===== config.mk =====
export PLATFORM = sky130hd
export DESIGN_NAME = hsq_homing
export DESIGN_NICKNAME = d
export VERILOG_FILES = /design/src/verilog/hsq_pkg.sv /design/src/verilog/hsq_homing.sv /design/src/verilog/hsq_sync.sv
export SDC_FILE = /design/constraint.sdc
export NUM_CORES = 1
export LEC_CHECK = 0
export BUFFER_PORTS_ARGS = -buffer_cell sky130_fd_sc_hd__buf_2
export CAP_MARGIN = 10
export CORE_ASPECT_RATIO = 1.1
export CORE_MARGIN = 10
export CORE_UTILIZATION = 28
export CTS_BUF_LIST = sky130_fd_sc_hd__clkbuf_8 sky130_fd_sc_hd__clkbuf_16
export DETAILED_ROUTE_END_ITERATION = 16
export PLACE_DENSITY = 0.5
export SKIP_LAST_GASP = 1
export SYNTH_ARGS = -nofsm -noshare
export SYNTH_HDL_FRONTEND = slang
export SYNTH_SLANG_ARGS = --single-unit
export TNS_END_PERCENT = 10

===== constraint.sdc =====
create_clock -name clock -period 10.8 [get_ports clock]
set_clock_uncertainty 0.1 [all_clocks]
set_input_delay 2.16 -clock clock [delete_from_list [all_inputs] [get_ports clock]]
set_output_delay 2.16 -clock clock [all_outputs]
set_load 0.02 [all_outputs]

===== src/verilog/hsq_pkg.sv =====
// Constants, types and step tables of the homing sequencer
package hsq_pkg;

    // ------------------------------------------------------------
    // Method codes
    // ------------------------------------------------------------
    localparam logic [7:0] HSQ_METHOD_12 = 8'h0C;
    localparam logic [7:0] HSQ_METHOD_13 = 8'h0D;
    localparam logic [7:0] HSQ_METHOD_14 = 8'h0E;
    localparam logic [7:0] HSQ_METHOD_15 = 8'h0F;
    localparam logic [7:0] HSQ_METHOD_16 = 8'h10;
    localparam logic [7:0] HSQ_METHOD_17 = 8'h11;

    // ------------------------------------------------------------
    // Speed command codes
    // ------------------------------------------------------------
    localparam logic [1:0] HSQ_SPD_ZERO = 2'h0;
    localparam logic [1:0] HSQ_SPD_LOW = 2'h1;
    localparam logic [1:0] HSQ_SPD_HIGH = 2'h2;

    // ------------------------------------------------------------
    // Sequence variants
    // ------------------------------------------------------------
    localparam logic [1:0] HSQ_VAR_OFF = 2'h0;
    localparam logic [1:0] HSQ_VAR_ON = 2'h1;
    localparam logic [1:0] HSQ_VAR_LIMIT = 2'h2;

    // ------------------------------------------------------------
    // Synchroniser bit positions
    // ------------------------------------------------------------
    localparam int HSQ_IN_HOME = 0;
    localparam int HSQ_IN_RLIM = 1;
    localparam int HSQ_IN_INDEX = 2;
    localparam int HSQ_IN_W = 3;

    // ------------------------------------------------------------
    // Reset values and timing
    // ------------------------------------------------------------
    localparam logic [2:0] HSQ_STEP_RST = 3'h0;
    localparam logic [31:0] HSQ_CNT_RST = 32'h0000_0000;
    localparam int HSQ_CLK_PERIOD_NS = 8;
    localparam int HSQ_DECEL_TIME_NS = 1000000;
    localparam int HSQ_DECEL_CYCLES = HSQ_DECEL_TIME_NS / HSQ_CLK_PERIOD_NS;

    // ------------------------------------------------------------
    // Step description
    // ------------------------------------------------------------
    typedef enum logic [2:0] {
        HSQ_EV_HOME_RISE,
        HSQ_EV_HOME_FALL,
        HSQ_EV_RLIM_RISE,
        HSQ_EV_RLIM_FALL,
        HSQ_EV_INDEX,
        HSQ_EV_DECEL
    } hsq_event_e;

    typedef struct packed {
        logic [1:0] speed;
        logic rev;
        hsq_event_e ev;
        logic last;
    } hsq_step_s;

    function automatic hsq_step_s hsq_mk(input logic [1:0] sp, input logic rv,
                                         input hsq_event_e ev, input logic lst);
        hsq_step_s r;
        r.speed = sp;
        r.rev = rv;
        r.ev = ev;
        r.last = lst;
        return r;
    endfunction : hsq_mk

    // Step table per method, variant and step number
    function automatic hsq_step_s hsq_step(input logic [7:0] m, input logic [1:0] v,
                                           input logic [2:0] s);
        hsq_step_s r;
        hsq_step_s dc;
        logic zrev;
        dc = hsq_mk(HSQ_SPD_ZERO, 1'b0, HSQ_EV_DECEL, 1'b0);
        r = hsq_mk(HSQ_SPD_ZERO, 1'b0, HSQ_EV_DECEL, 1'b1);
        zrev = (m != HSQ_METHOD_13);
        if (m == HSQ_METHOD_17) begin
            if (v == HSQ_VAR_ON) begin
                r = hsq_mk(HSQ_SPD_LOW, 1'b0, HSQ_EV_RLIM_FALL, 1'b1);
            end else begin
                case (s)
                    3'h0: r = hsq_mk(HSQ_SPD_HIGH, 1'b1, HSQ_EV_RLIM_RISE, 1'b0);
                    3'h1: r = dc;
                    default: r = hsq_mk(HSQ_SPD_LOW, 1'b0, HSQ_EV_RLIM_FALL, 1'b1);
                endcase
            end
        end else if (m == HSQ_METHOD_12 && v == HSQ_VAR_ON) begin
            case (s)
                3'h0: r = hsq_mk(HSQ_SPD_LOW, 1'b0, HSQ_EV_HOME_FALL, 1'b0);
                3'h1: r = hsq_mk(HSQ_SPD_LOW, 1'b1, HSQ_EV_HOME_RISE, 1'b0);
                default: r = hsq_mk(HSQ_SPD_LOW, 1'b1, HSQ_EV_INDEX, 1'b1);
            endcase
        end else if (m == HSQ_METHOD_12 && v == HSQ_VAR_OFF) begin
            case (s)
                3'h0: r = hsq_mk(HSQ_SPD_HIGH, 1'b1, HSQ_EV_HOME_RISE, 1'b0);
                3'h1: r = dc;
                3'h2: r = hsq_mk(HSQ_SPD_LOW, 1'b0, HSQ_EV_HOME_FALL, 1'b0);
                3'h3: r = hsq_mk(HSQ_SPD_LOW, 1'b1, HSQ_EV_HOME_RISE, 1'b0);
                default: r = hsq_mk(HSQ_SPD_LOW, 1'b1, HSQ_EV_INDEX, 1'b1);
            endcase
        end else if (m == HSQ_METHOD_12) begin
            case (s)
                3'h0: r = hsq_mk(HSQ_SPD_HIGH, 1'b0, HSQ_EV_HOME_FALL, 1'b0);
                3'h1: r = dc;
                3'h2: r = hsq_mk(HSQ_SPD_LOW, 1'b1, HSQ_EV_HOME_RISE, 1'b0);
                default: r = hsq_mk(HSQ_SPD_LOW, 1'b1, HSQ_EV_INDEX, 1'b1);
            endcase
        end else if (v != HSQ_VAR_LIMIT) begin
            // Methods 13 and 14 run the same sequence from either home level
            case (s)
                3'h0: r = hsq_mk(HSQ_SPD_HIGH, 1'b1, HSQ_EV_HOME_FALL, 1'b0);
                3'h1: r = dc;
                3'h2: r = hsq_mk(HSQ_SPD_LOW, 1'b0, HSQ_EV_HOME_RISE, 1'b0);
                3'h3: r = zrev ? hsq_mk(HSQ_SPD_LOW, 1'b1, HSQ_EV_HOME_FALL, 1'b0)
                               : hsq_mk(HSQ_SPD_LOW, 1'b0, HSQ_EV_INDEX, 1'b1);
                default: r = hsq_mk(HSQ_SPD_LOW, 1'b1, HSQ_EV_INDEX, 1'b1);
            endcase
        end else begin
            case (s)
                3'h0: r = hsq_mk(HSQ_SPD_HIGH, 1'b0, HSQ_EV_HOME_RISE, 1'b0);
                3'h1: r = dc;
                3'h2: r = hsq_mk(HSQ_SPD_LOW, 1'b1, HSQ_EV_HOME_FALL, 1'b0);
                3'h3: r = zrev ? hsq_mk(HSQ_SPD_LOW, 1'b1, HSQ_EV_INDEX, 1'b1)
                               : hsq_mk(HSQ_SPD_LOW, 1'b0, HSQ_EV_HOME_RISE, 1'b0);
                default: r = hsq_mk(HSQ_SPD_LOW, 1'b0, HSQ_EV_INDEX, 1'b1);
            endcase
        end
        return r;
    endfunction : hsq_step

endpackage : hsq_pkg


===== src/verilog/hsq_homing.sv =====
// Homing sequencer for methods 12, 13, 14 and 17
//
// Contract
// - Codes 15 and 16 are reserved; no search starts for them.
// - 12, home off: fast reverse rise, stop, slow forward fall, slow reverse rise, index.
// - 12, home on: slow forward fall, slow reverse rise, index in reverse.
// - 12, reverse limit: fast forward fall, stop, slow reverse rise, index reverse.
// - 13, home off: fast reverse fall, stop, slow forward rise, index forward.
// - 13, home on: same sequence as with home off.
// - 13, reverse limit: fast forward rise, stop, slow reverse fall, forward rise, index.
// - 14, home off: fast reverse fall, stop, forward rise, reverse fall, index reverse.
// - 14, home on: same sequence as with home off.
// - 14, reverse limit: fast forward rise, stop, slow reverse fall, index reverse.
// - 17, limit off: fast reverse to limit rise, stop, slow forward to fall, stop.
// - 17, limit on: slow forward to limit fall, then stop.
module hsq_homing
    import hsq_pkg::*;
#(
    parameter int DECEL_CYCLES = hsq_pkg::HSQ_DECEL_CYCLES
) (
    input wire logic clock,
    input wire logic rstn,
    input wire logic start,
    input wire logic [7:0] method,
    input wire logic home_sw,
    input wire logic rev_limit,
    input wire logic index_pulse,
    output logic [1:0] speed_cmd,
    output logic dir_rev,
    output logic busy,
    output logic done,
    output logic fault
);
    import hsq_pkg::*;

    typedef enum logic [1:0] {
        HSQ_IDLE,
        HSQ_RUN,
        HSQ_DONE,
        HSQ_FAULT
    } hsq_state_e;

    hsq_state_e state;
    hsq_state_e next_state;
    logic [7:0] method_q;
    logic [7:0] next_method_q;
    logic [1:0] variant;
    logic [1:0] next_variant;
    logic [2:0] step;
    logic [2:0] next_step;
    logic [31:0] cnt;
    logic [31:0] next_cnt;
    logic [1:0] next_speed_cmd;
    logic next_dir_rev;
    logic next_busy;
    logic next_done;
    logic next_fault;

    logic [HSQ_IN_W-1:0] in_level;
    logic [HSQ_IN_W-1:0] in_rise;
    logic [HSQ_IN_W-1:0] in_fall;
    hsq_step_s cur;
    hsq_step_s nxt;
    logic hit;
    logic lim_turn;
    logic supported;

    // ------------------------------------------------------------
    // Pin synchronisers
    // ------------------------------------------------------------
    hsq_sync #(
        .WIDTH(HSQ_IN_W)
    ) u_sync (
        .clock(clock),
        .rstn(rstn),
        .pin({index_pulse, rev_limit, home_sw}),
        .level(in_level),
        .rise(in_rise),
        .fall(in_fall)
    );

    // ------------------------------------------------------------
    // Current step and its event
    // ------------------------------------------------------------
    always_comb begin
        cur = hsq_step(method_q, variant, step);
        unique case (cur.ev)
            HSQ_EV_HOME_RISE: hit = in_rise[HSQ_IN_HOME];
            HSQ_EV_HOME_FALL: hit = in_fall[HSQ_IN_HOME];
            HSQ_EV_RLIM_RISE: hit = in_rise[HSQ_IN_RLIM];
            HSQ_EV_RLIM_FALL: hit = in_fall[HSQ_IN_RLIM];
            HSQ_EV_INDEX: hit = in_rise[HSQ_IN_INDEX];
            HSQ_EV_DECEL: hit = (cnt >= 32'(DECEL_CYCLES - 1));
            default: hit = 1'b0;
        endcase
        lim_turn = (method_q != HSQ_METHOD_17) && (variant == HSQ_VAR_OFF)
                   && (step == HSQ_STEP_RST) && in_level[HSQ_IN_RLIM];
        supported = (method == HSQ_METHOD_12) || (method == HSQ_METHOD_13)
                    || (method == HSQ_METHOD_14) || (method == HSQ_METHOD_17);
    end

    // ------------------------------------------------------------
    // Sequencer next state
    // ------------------------------------------------------------
    always_comb begin
        next_state = state;
        next_method_q = method_q;
        next_variant = variant;
        next_step = step;
        next_cnt = cnt;
        unique case (state)
            HSQ_IDLE, HSQ_DONE, HSQ_FAULT: begin
                if (start) begin
                    next_method_q = method;
                    next_step = HSQ_STEP_RST;
                    next_cnt = HSQ_CNT_RST;
                    if (!supported) begin
                        next_state = HSQ_FAULT;
                    end else begin
                        next_state = HSQ_RUN;
                        if (method == HSQ_METHOD_17) begin
                            next_variant = in_level[HSQ_IN_RLIM] ? HSQ_VAR_ON : HSQ_VAR_OFF;
                        end else begin
                            next_variant = in_level[HSQ_IN_HOME] ? HSQ_VAR_ON : HSQ_VAR_OFF;
                        end
                    end
                end
            end
            HSQ_RUN: begin
                if (lim_turn) begin
                    next_variant = HSQ_VAR_LIMIT;
                    next_step = HSQ_STEP_RST;
                    next_cnt = HSQ_CNT_RST;
                end else if (hit) begin
                    next_cnt = HSQ_CNT_RST;
                    if (cur.last) begin
                        next_state = HSQ_DONE;
                    end else begin
                        next_step = step + 3'h1;
                    end
                end else begin
                    next_cnt = cnt + 32'h0000_0001;
                end
            end
        endcase
    end

    // ------------------------------------------------------------
    // Registered outputs
    // ------------------------------------------------------------
    always_comb begin
        nxt = hsq_step(next_method_q, next_variant, next_step);
        next_busy = (next_state == HSQ_RUN);
        next_done = (next_state == HSQ_DONE);
        next_fault = (next_state == HSQ_FAULT);
        next_speed_cmd = next_busy ? nxt.speed : HSQ_SPD_ZERO;
        next_dir_rev = next_busy ? nxt.rev : dir_rev;
    end

    always_ff @(posedge clock) begin
        if (!rstn) begin
            state <= HSQ_IDLE;
            method_q <= 8'h00;
            variant <= HSQ_VAR_OFF;
            step <= HSQ_STEP_RST;
            cnt <= HSQ_CNT_RST;
            speed_cmd <= HSQ_SPD_ZERO;
            dir_rev <= 1'b0;
            busy <= 1'b0;
            done <= 1'b0;
            fault <= 1'b0;
        end else begin
            state <= next_state;
            method_q <= next_method_q;
            variant <= next_variant;
            step <= next_step;
            cnt <= next_cnt;
            speed_cmd <= next_speed_cmd;
            dir_rev <= next_dir_rev;
            busy <= next_busy;
            done <= next_done;
            fault <= next_fault;
        end
    end

endmodule : hsq_homing


===== src/verilog/hsq_sync.sv =====
// Two-flop synchroniser with edge detection for pin inputs
module hsq_sync #(
    parameter int WIDTH = 1
) (
    input wire logic clock,
    input wire logic rstn,
    input wire logic [WIDTH-1:0] pin,
    output logic [WIDTH-1:0] level,
    output logic [WIDTH-1:0] rise,
    output logic [WIDTH-1:0] fall
);
    logic [WIDTH-1:0] meta;
    logic [WIDTH-1:0] sync;
    logic [WIDTH-1:0] prev;
    logic [WIDTH-1:0] next_meta;
    logic [WIDTH-1:0] next_sync;
    logic [WIDTH-1:0] next_prev;

    // ------------------------------------------------------------
    // Next values
    // ------------------------------------------------------------
    always_comb begin
        next_meta = pin;
        next_sync = meta;
        next_prev = sync;
    end

    always_ff @(posedge clock) begin
        if (!rstn) begin
            meta <= '0;
            sync <= '0;
            prev <= '0;
        end else begin
            meta <= next_meta;
            sync <= next_sync;
            prev <= next_prev;
        end
    end

    // ------------------------------------------------------------
    // Level and edges
    // ------------------------------------------------------------
    assign level = sync;
    assign rise = sync & ~prev;
    assign fall = ~sync & prev;

endmodule : hsq_sync


After elaboration in Yosys (flattened, before gate mapping) --
Index checks and enable logic that the tools add are counted.
Operators by class: multiplexer cells 53, add/sub/neg operators 2, bitwise logic cells 4, equal/unequal tests 33, reduce and logical (&&, ||, !) cells 18, order comparisons 1
Operators by type and width (number):
- two-way mux 32 bit | 3
- one-hot mux 7 bit (4 select lines) | 3
- one-hot mux 32 bit (2 select lines) | 1
- one-hot mux 4 bit (4 select lines) | 3
- two-way mux 7 bit | 6
- == test 8 x 4 -> 1 bit, second input constant | 5
- adder 32 x 1 -> 32 bit, second input constant | 1
- greater-or-equal comparator 32 x 17 -> 1 bit, second input constant | 1
- two-way mux 4 bit | 8
- == test 8 x 5 -> 1 bit, second input constant | 3
- one-hot mux 7 bit (3 select lines) | 1
- == test 3 x 2 -> 1 bit, second input constant | 6
- two-way mux 2 bit | 8
- two-way mux 8 bit | 2
- != test 8 x 4 -> 1 bit, second input constant | 2
- one-hot mux 4 bit (2 select lines) | 2
- one-hot mux 7 bit (2 select lines) | 1
- two-way mux 3 bit | 4
- one-hot mux 4 bit (3 select lines) | 1
- two-way mux 5 bit | 2
- one-hot mux 5 bit (2 select lines) | 1
- == test 3 x 1 -> 1 bit, second input constant | 3
- logical NOT 3 bit | 3
- == test 2 x 1 -> 1 bit, second input constant | 4
- 18 further kinds | 37
Word-level totals: output and inout bits 6, register bits 62, bits of input ports 14, word-level logic and storage cells 124

Logic depth before layout (Yosys ltp) --
word-level depth 20, mapped depth 15, depth with buffers taken out 13

Cells and area by module --
Synthesis repeated with hierarchy kept, for this count alone.
Second synthesis, totals: cells, all modules 492, area, all modules 3756.1 um^2
Modules (own cells, without submodules):
- hsq_homing | cells an instance 468, area an instance 3482.1 um^2, instances 1, sequential area each 1061.0 um^2
- hsq_sync | cells an instance 24, area an instance 274.0 um^2, instances 1, sequential area each 180.2 um^2

Worst setup path before layout --
Ideal clock, no wire load.
kind in2reg, start in method[6], end reg dir_rev, library setup time 0.127 ns, buffers on the path 0, data required time 10.573 ns, setup slack 6.434 ns, stages 9, arrival 4.140 ns, path through or3_1 o21bai_1 or2_2 a22oi_1 inv_1 nor4_1 a2111oi_1 a2111oi_1 o31ai_1
Between the ends: cells in the longest elaborated chain, start to end 13, elaborated cells on any way between the ends 35, classes of those cells eq/ne (10); mux (19); reduce/logical (6)
Ends and longest elaborated chain:
- from (decl) | line hsq_homing.sv:24 | input wire logic [7:0] method,
- == test 8 x 4 -> 1 bit | line hsq_homing.sv:98 | supported = (method == HSQ_METHOD_12) || (method == HSQ_METHOD_13)
- logical OR 1 bit | line hsq_homing.sv:98
- logical OR 1 bit (2 in series) | line hsq_homing.sv:99 | || (method == HSQ_METHOD_14) || (method == HSQ_METHOD_17);
- two-way mux 2 bit | line hsq_homing.sv:117 | if (!supported) begin
- two-way mux 2 bit | line hsq_homing.sv:113 | if (start) begin
- one-hot mux 2 bit (2 select lines) | line hsq_homing.sv:111 | unique case (state)
- != test 2 bit | line hsq_pkg.sv:114 | end else if (v != HSQ_VAR_LIMIT) begin
- two-way mux 7 bit | line hsq_pkg.sv:114
- two-way mux 7 bit | line hsq_pkg.sv:107 | end else if (m == HSQ_METHOD_12) begin
- two-way mux 7 bit | line hsq_pkg.sv:99 | end else if (m == HSQ_METHOD_12 && v == HSQ_VAR_OFF) begin
- two-way mux 7 bit | line hsq_pkg.sv:93 | end else if (m == HSQ_METHOD_12 && v == HSQ_VAR_ON) begin
- two-way mux 7 bit | line hsq_pkg.sv:83 | if (m == HSQ_METHOD_17) begin
- to (signal assigned) | line hsq_homing.sv:179 | dir_rev <= next_dir_rev;
- to (decl) | line hsq_homing.sv:29 | output logic dir_rev,
Several ways; a longest one is shown, not always the timed one. A chain may end at the register's enable or synchronous reset.

Worst setup path in the final report --
Ends and elaborated chain as after synthesis.

==> impl_metrics.py <==
metrics = {
    "worst_setup_path": {
        "r2r_end": "cnt[31]$_SDFFE_PN0P_",
        "slowest_delay_ps": 410,
        "worst_path_max_delay_cell": "or3_1",
        "cp-start-kind": "input pin",
        "critPathCapture": "dir_rev$_SDFFE_PN0P_",
        "critPathCaptureType": "register",
        "cpLargestDelayFamily": "compound AO/OA/AOI/OAI gates",
        "reg2reg_setup_slack_ps": 6600,
        "cp_common_cell": "a2111oi_1",
        "cp.required_ps": 10920,
        "r2r_start": "step[0]$_SDFF_PN0_",
        "path_class": "input pin to register",
        "critPathBufInv": 2,
        "reg2reg_depth": 11,
        "crit_start": "method[6]",
        "cp_num_cells": 10,
        "crit_path_max_fanout": 5,
        "cp_cell_sequence": "buf_2, or3_1, o21bai_1, or2_2, a22oi_1, inv_1, nor4_1, a2111oi_1, a2111oi_1, o31ai_1",
        "cp_data_arrival_time_ps": 4500,
    },
    "route": {
        "ant_nets": 0,
        "drt-pass1-iter-count": 4,
        "routed_wirelength_um": 9385,
        "drt_iter0_markers": 231,
        "post_drt_wl_per_cell_um": 14.39,
        "num_vias": 3473,
        "viasPerCell": 5.327,
        "drc_errors": 0,
    },
    "cts": {
        "cts_buffers": 9,
        "path_clk_slew_ps": 60,
        "cts_resized": 0,
        "h-tree-depth": 3,
        "clockBufferDepth": 2,
        "cts_setup_buffers": 0,
        "cts_root_buffer": "clkbuf_16",
        "cts_hold_buf": 0,
        "cts_tree": "yes",
        "clkLatencyLatePin_ps": 330,
        "cts.sinks": 62,
    },
    "floorplan": {
        "fp.dieH_um": 140.2,
        "die_width_um": 129.3,
        "io-pin-count": 20,
        "core-area_um2": 12750,
        "die_area_um2": 18130,
        "start_util_pct": 28.85,
        "rows": 43,
    },
    "sta": {
        "fin_setup_tns_ps": 0,
        "hold_viol_final": 0,
        "report.final.slew_viol_count": 0,
        "timing.final.crit_share_pct": 40.60,
        "maxSlewHeadroom_pct": 21.34,
        "timing.fmax_mhz": 228.1,
        "min_period_ps": 4385,
        "setup_viol": 0,
        "rsz0062_at_grt": "no",
        "worst_pin_slew_ps": 1177,
    },
    "cells_and_area": {
        "final_cell_mix": "62 x dfxtp_1, 53 x nand2_1, 43 x nor2_1, 34 x o21ai_0, 25 x and2_1",
        "nets": 510,
        "synthToLayoutAreaGrowth_pct": 14.56,
        "final_cells": 652,
        "mostFrequentLayoutCell": "dfxtp_1",
        "antennaDiodeCount": 0,
        "finalInstanceArea_um2": 4214,
        "drive_gt1_share_pct": 10.10,
    },
    "yosys": {
        "synth_top_family_by_area": "simple AND/OR/NAND/NOR gates",
        "synth_area_um2": 3679,
        "synth_top_flop_cell": "dfxtp_1",
        "yosys_warnings": 0,
        "synthTopCellsByArea": "dfxtp_1 34%, nand2_1 5.4%, o21ai_0 4.6%, nor2_1 4.4%, and2_1 4.3%",
        "synth_mux_area_share_pct": 1.156,
        "synth-xor-area-share_pct": 0.2381,
        "yosysTopAreaCell": "dfxtp_1",
        "async_flop_share_pct": 0,
        "syn-num-nets": 499,
        "yosysTopAreaCellShare_pct": 33.74,
        "ys_seq_elements": 62,
        "synth_edf_count": 0,
        "yosysSeqAreaShare_pct": 33.74,
        "synth.avg_cell_area_um2": 7.680,
        "synthAdderAreaFrac_pct": 2.041,
        "synth_cell_types": 58,
        "synth_cells": 479,
        "synth-simple-area-share_pct": 34.32,
        "synth-compound-area-share_pct": 24.83,
    },
    "pwr": {
        "power-per-cell-area_nw_per_um2": 143.9,
        "leakage_nw": 1.549,
        "ir_drop_uv": 74.94,
    },
    "grt": {
        "grt_pass1_wl_um": 16350,
        "grt_antenna_before_repair": 0,
        "grt_usage_pct": 10.89,
        "grt_overflow": 0,
        "grt_pass1_vias": 3351,
        "grt_max_degree": 59,
    },
    "worst_hold_path": {
        "hold-path-cell-count": 1,
        "hp-class": "register to register",
    },
    "placed_design": {
        "dp.final_hpwl_um": 6530,
        "dp_cells": 636,
        "place_area_um2": 3899,
        "gp_congestion": 0.9080,
        "portBuffers": 19,
    },
    "status": {
        "status": "complete, no violations",
    },
    "job": {
        "cap_violations": 0,
    },
}
-- per-layer routing --
layer	vias to the layer above	wire, µm	track usage [%]	part of all wire [%]
li1	1768	-	-	-
met1	1628	4246	13.42	45
met2	66	4631	17.77	49
met3	11	347	2.567	3.7
met4	0	160	4.314	1.7
met5	-	0	0	0
-- worst reg2reg max path, stage by stage (launching register included) --
cell	delay, ps
dfxtp_1	540
inv_1	170
ha_1	260
o21bai_1	220
nor2_1	70
or4b_4	490
o211a_1	150
o211ai_1	230
o22a_2	360
nand2_1	750
or3_1	610
a21boi_0	170
-- cells by family (layout without fill, tap and decap cells) --
logic type / count (synthesis) / after routing
adder cells (fa/ha/maj): 6 / 6
XOR/XNOR: 1 / 1
AO/OA/AOI/OAI: 133 / 133
flip-flops: 62 / 62
buffers and inverters: 34 / 50
multiplexers: 4 / 4
AND/OR/NAND/NOR: 239 / 239
-- where the power goes --
| group | total (mW) | leakage (nW) | switching, mW | internal [mW] |
|---|---|---|---|---|
| clock network | 0.306 | 0.157 | 0.106 | 0.200 |
| registers | 0.239 | 0.504 | 0.00461 | 0.235 |
| logic | 0.0609 | 0.888 | 0.0402 | 0.0207 |
-- how the worst min path moves through the flow --
stage	slack [ps]	to	start
after CTS	340	u_sync.level[2]$_SDFF_PN0_	u_sync.meta[2]$_SDFF_PN0_
final	340	u_sync.level[0]$_SDFF_PN0_	u_sync.meta[0]$_SDFF_PN0_
after global routing	360	u_sync.level[2]$_SDFF_PN0_	u_sync.meta[2]$_SDFF_PN0_
after detailed placement	330	u_sync.level[2]$_SDFF_PN0_	u_sync.meta[2]$_SDFF_PN0_
after floorplan	310	u_sync.level[0]$_SDFF_PN0_	u_sync.meta[0]$_SDFF_PN0_
after global placement	330	u_sync.level[2]$_SDFF_PN0_	u_sync.meta[2]$_SDFF_PN0_
-- metrics by stage --
stage	hold slack (ps)	util (%)	setup WS (ps)	power (mW)
floorplan	311.9	-	6434	0.2881
global placement	329.7	30.58	6127	0.3048
detailed placement	325.8	30.58	6056	0.3052
CTS	341.6	33.05	6429	0.6161
global route	357.6	33.05	6157	0.6326
finish	335.6	33.05	6415	0.6065
-- cell usage after synthesis, drive strengths merged, types with 2 or more instances --
| library cell | number |
|---|---|
| dfxtp | 62 |
| nand2 | 54 |
| nor2 | 44 |
| o21ai | 34 |
| and2 | 26 |
| nor3 | 21 |
| a21oi | 20 |
| clkbuf | 20 |
| nand3 | 19 |
| nor2b | 18 |
| a21boi | 16 |
| nor4 | 15 |
| o21a | 14 |
| inv | 13 |
| and3 | 12 |
| a31oi | 8 |
| ha | 6 |
| nand2b | 6 |
| o211ai | 6 |
| nand3b | 5 |
| o22ai | 5 |
| or4 | 5 |
| a2111oi | 4 |
| a22oi | 4 |
| or3 | 4 |
| nand4 | 3 |
| o211a | 3 |
| o21bai | 3 |
| o31ai | 3 |
| a21o | 2 |
| and4 | 2 |
| mux2 | 2 |
| mux2i | 2 |
-- sequential cells by signal (all words and copies together), names as in the netlist --
signal	count
cnt	32
method_q	8
step	3
u_sync.level	3
u_sync.meta	3
u_sync.prev	3
speed_cmd	2
state	2
variant	2
busy	1
dir_rev	1
done	1
fault	1
-- cell type report --
| type | instances | area (µm²) |
|---|---|---|
| fillers | 1325 | 8537 |
| repair buffers | 21 | 110.1 |
| inverters | 13 | 48.80 |
| well taps | 157 | 196.4 |
| clock buffers | 9 | 225.2 |
| flip-flops and latches | 62 | 1241 |
| clock inverters | 7 | 90.09 |
| multi-input cells | 383 | 2302 |
(Power assumes the default switching activity.)
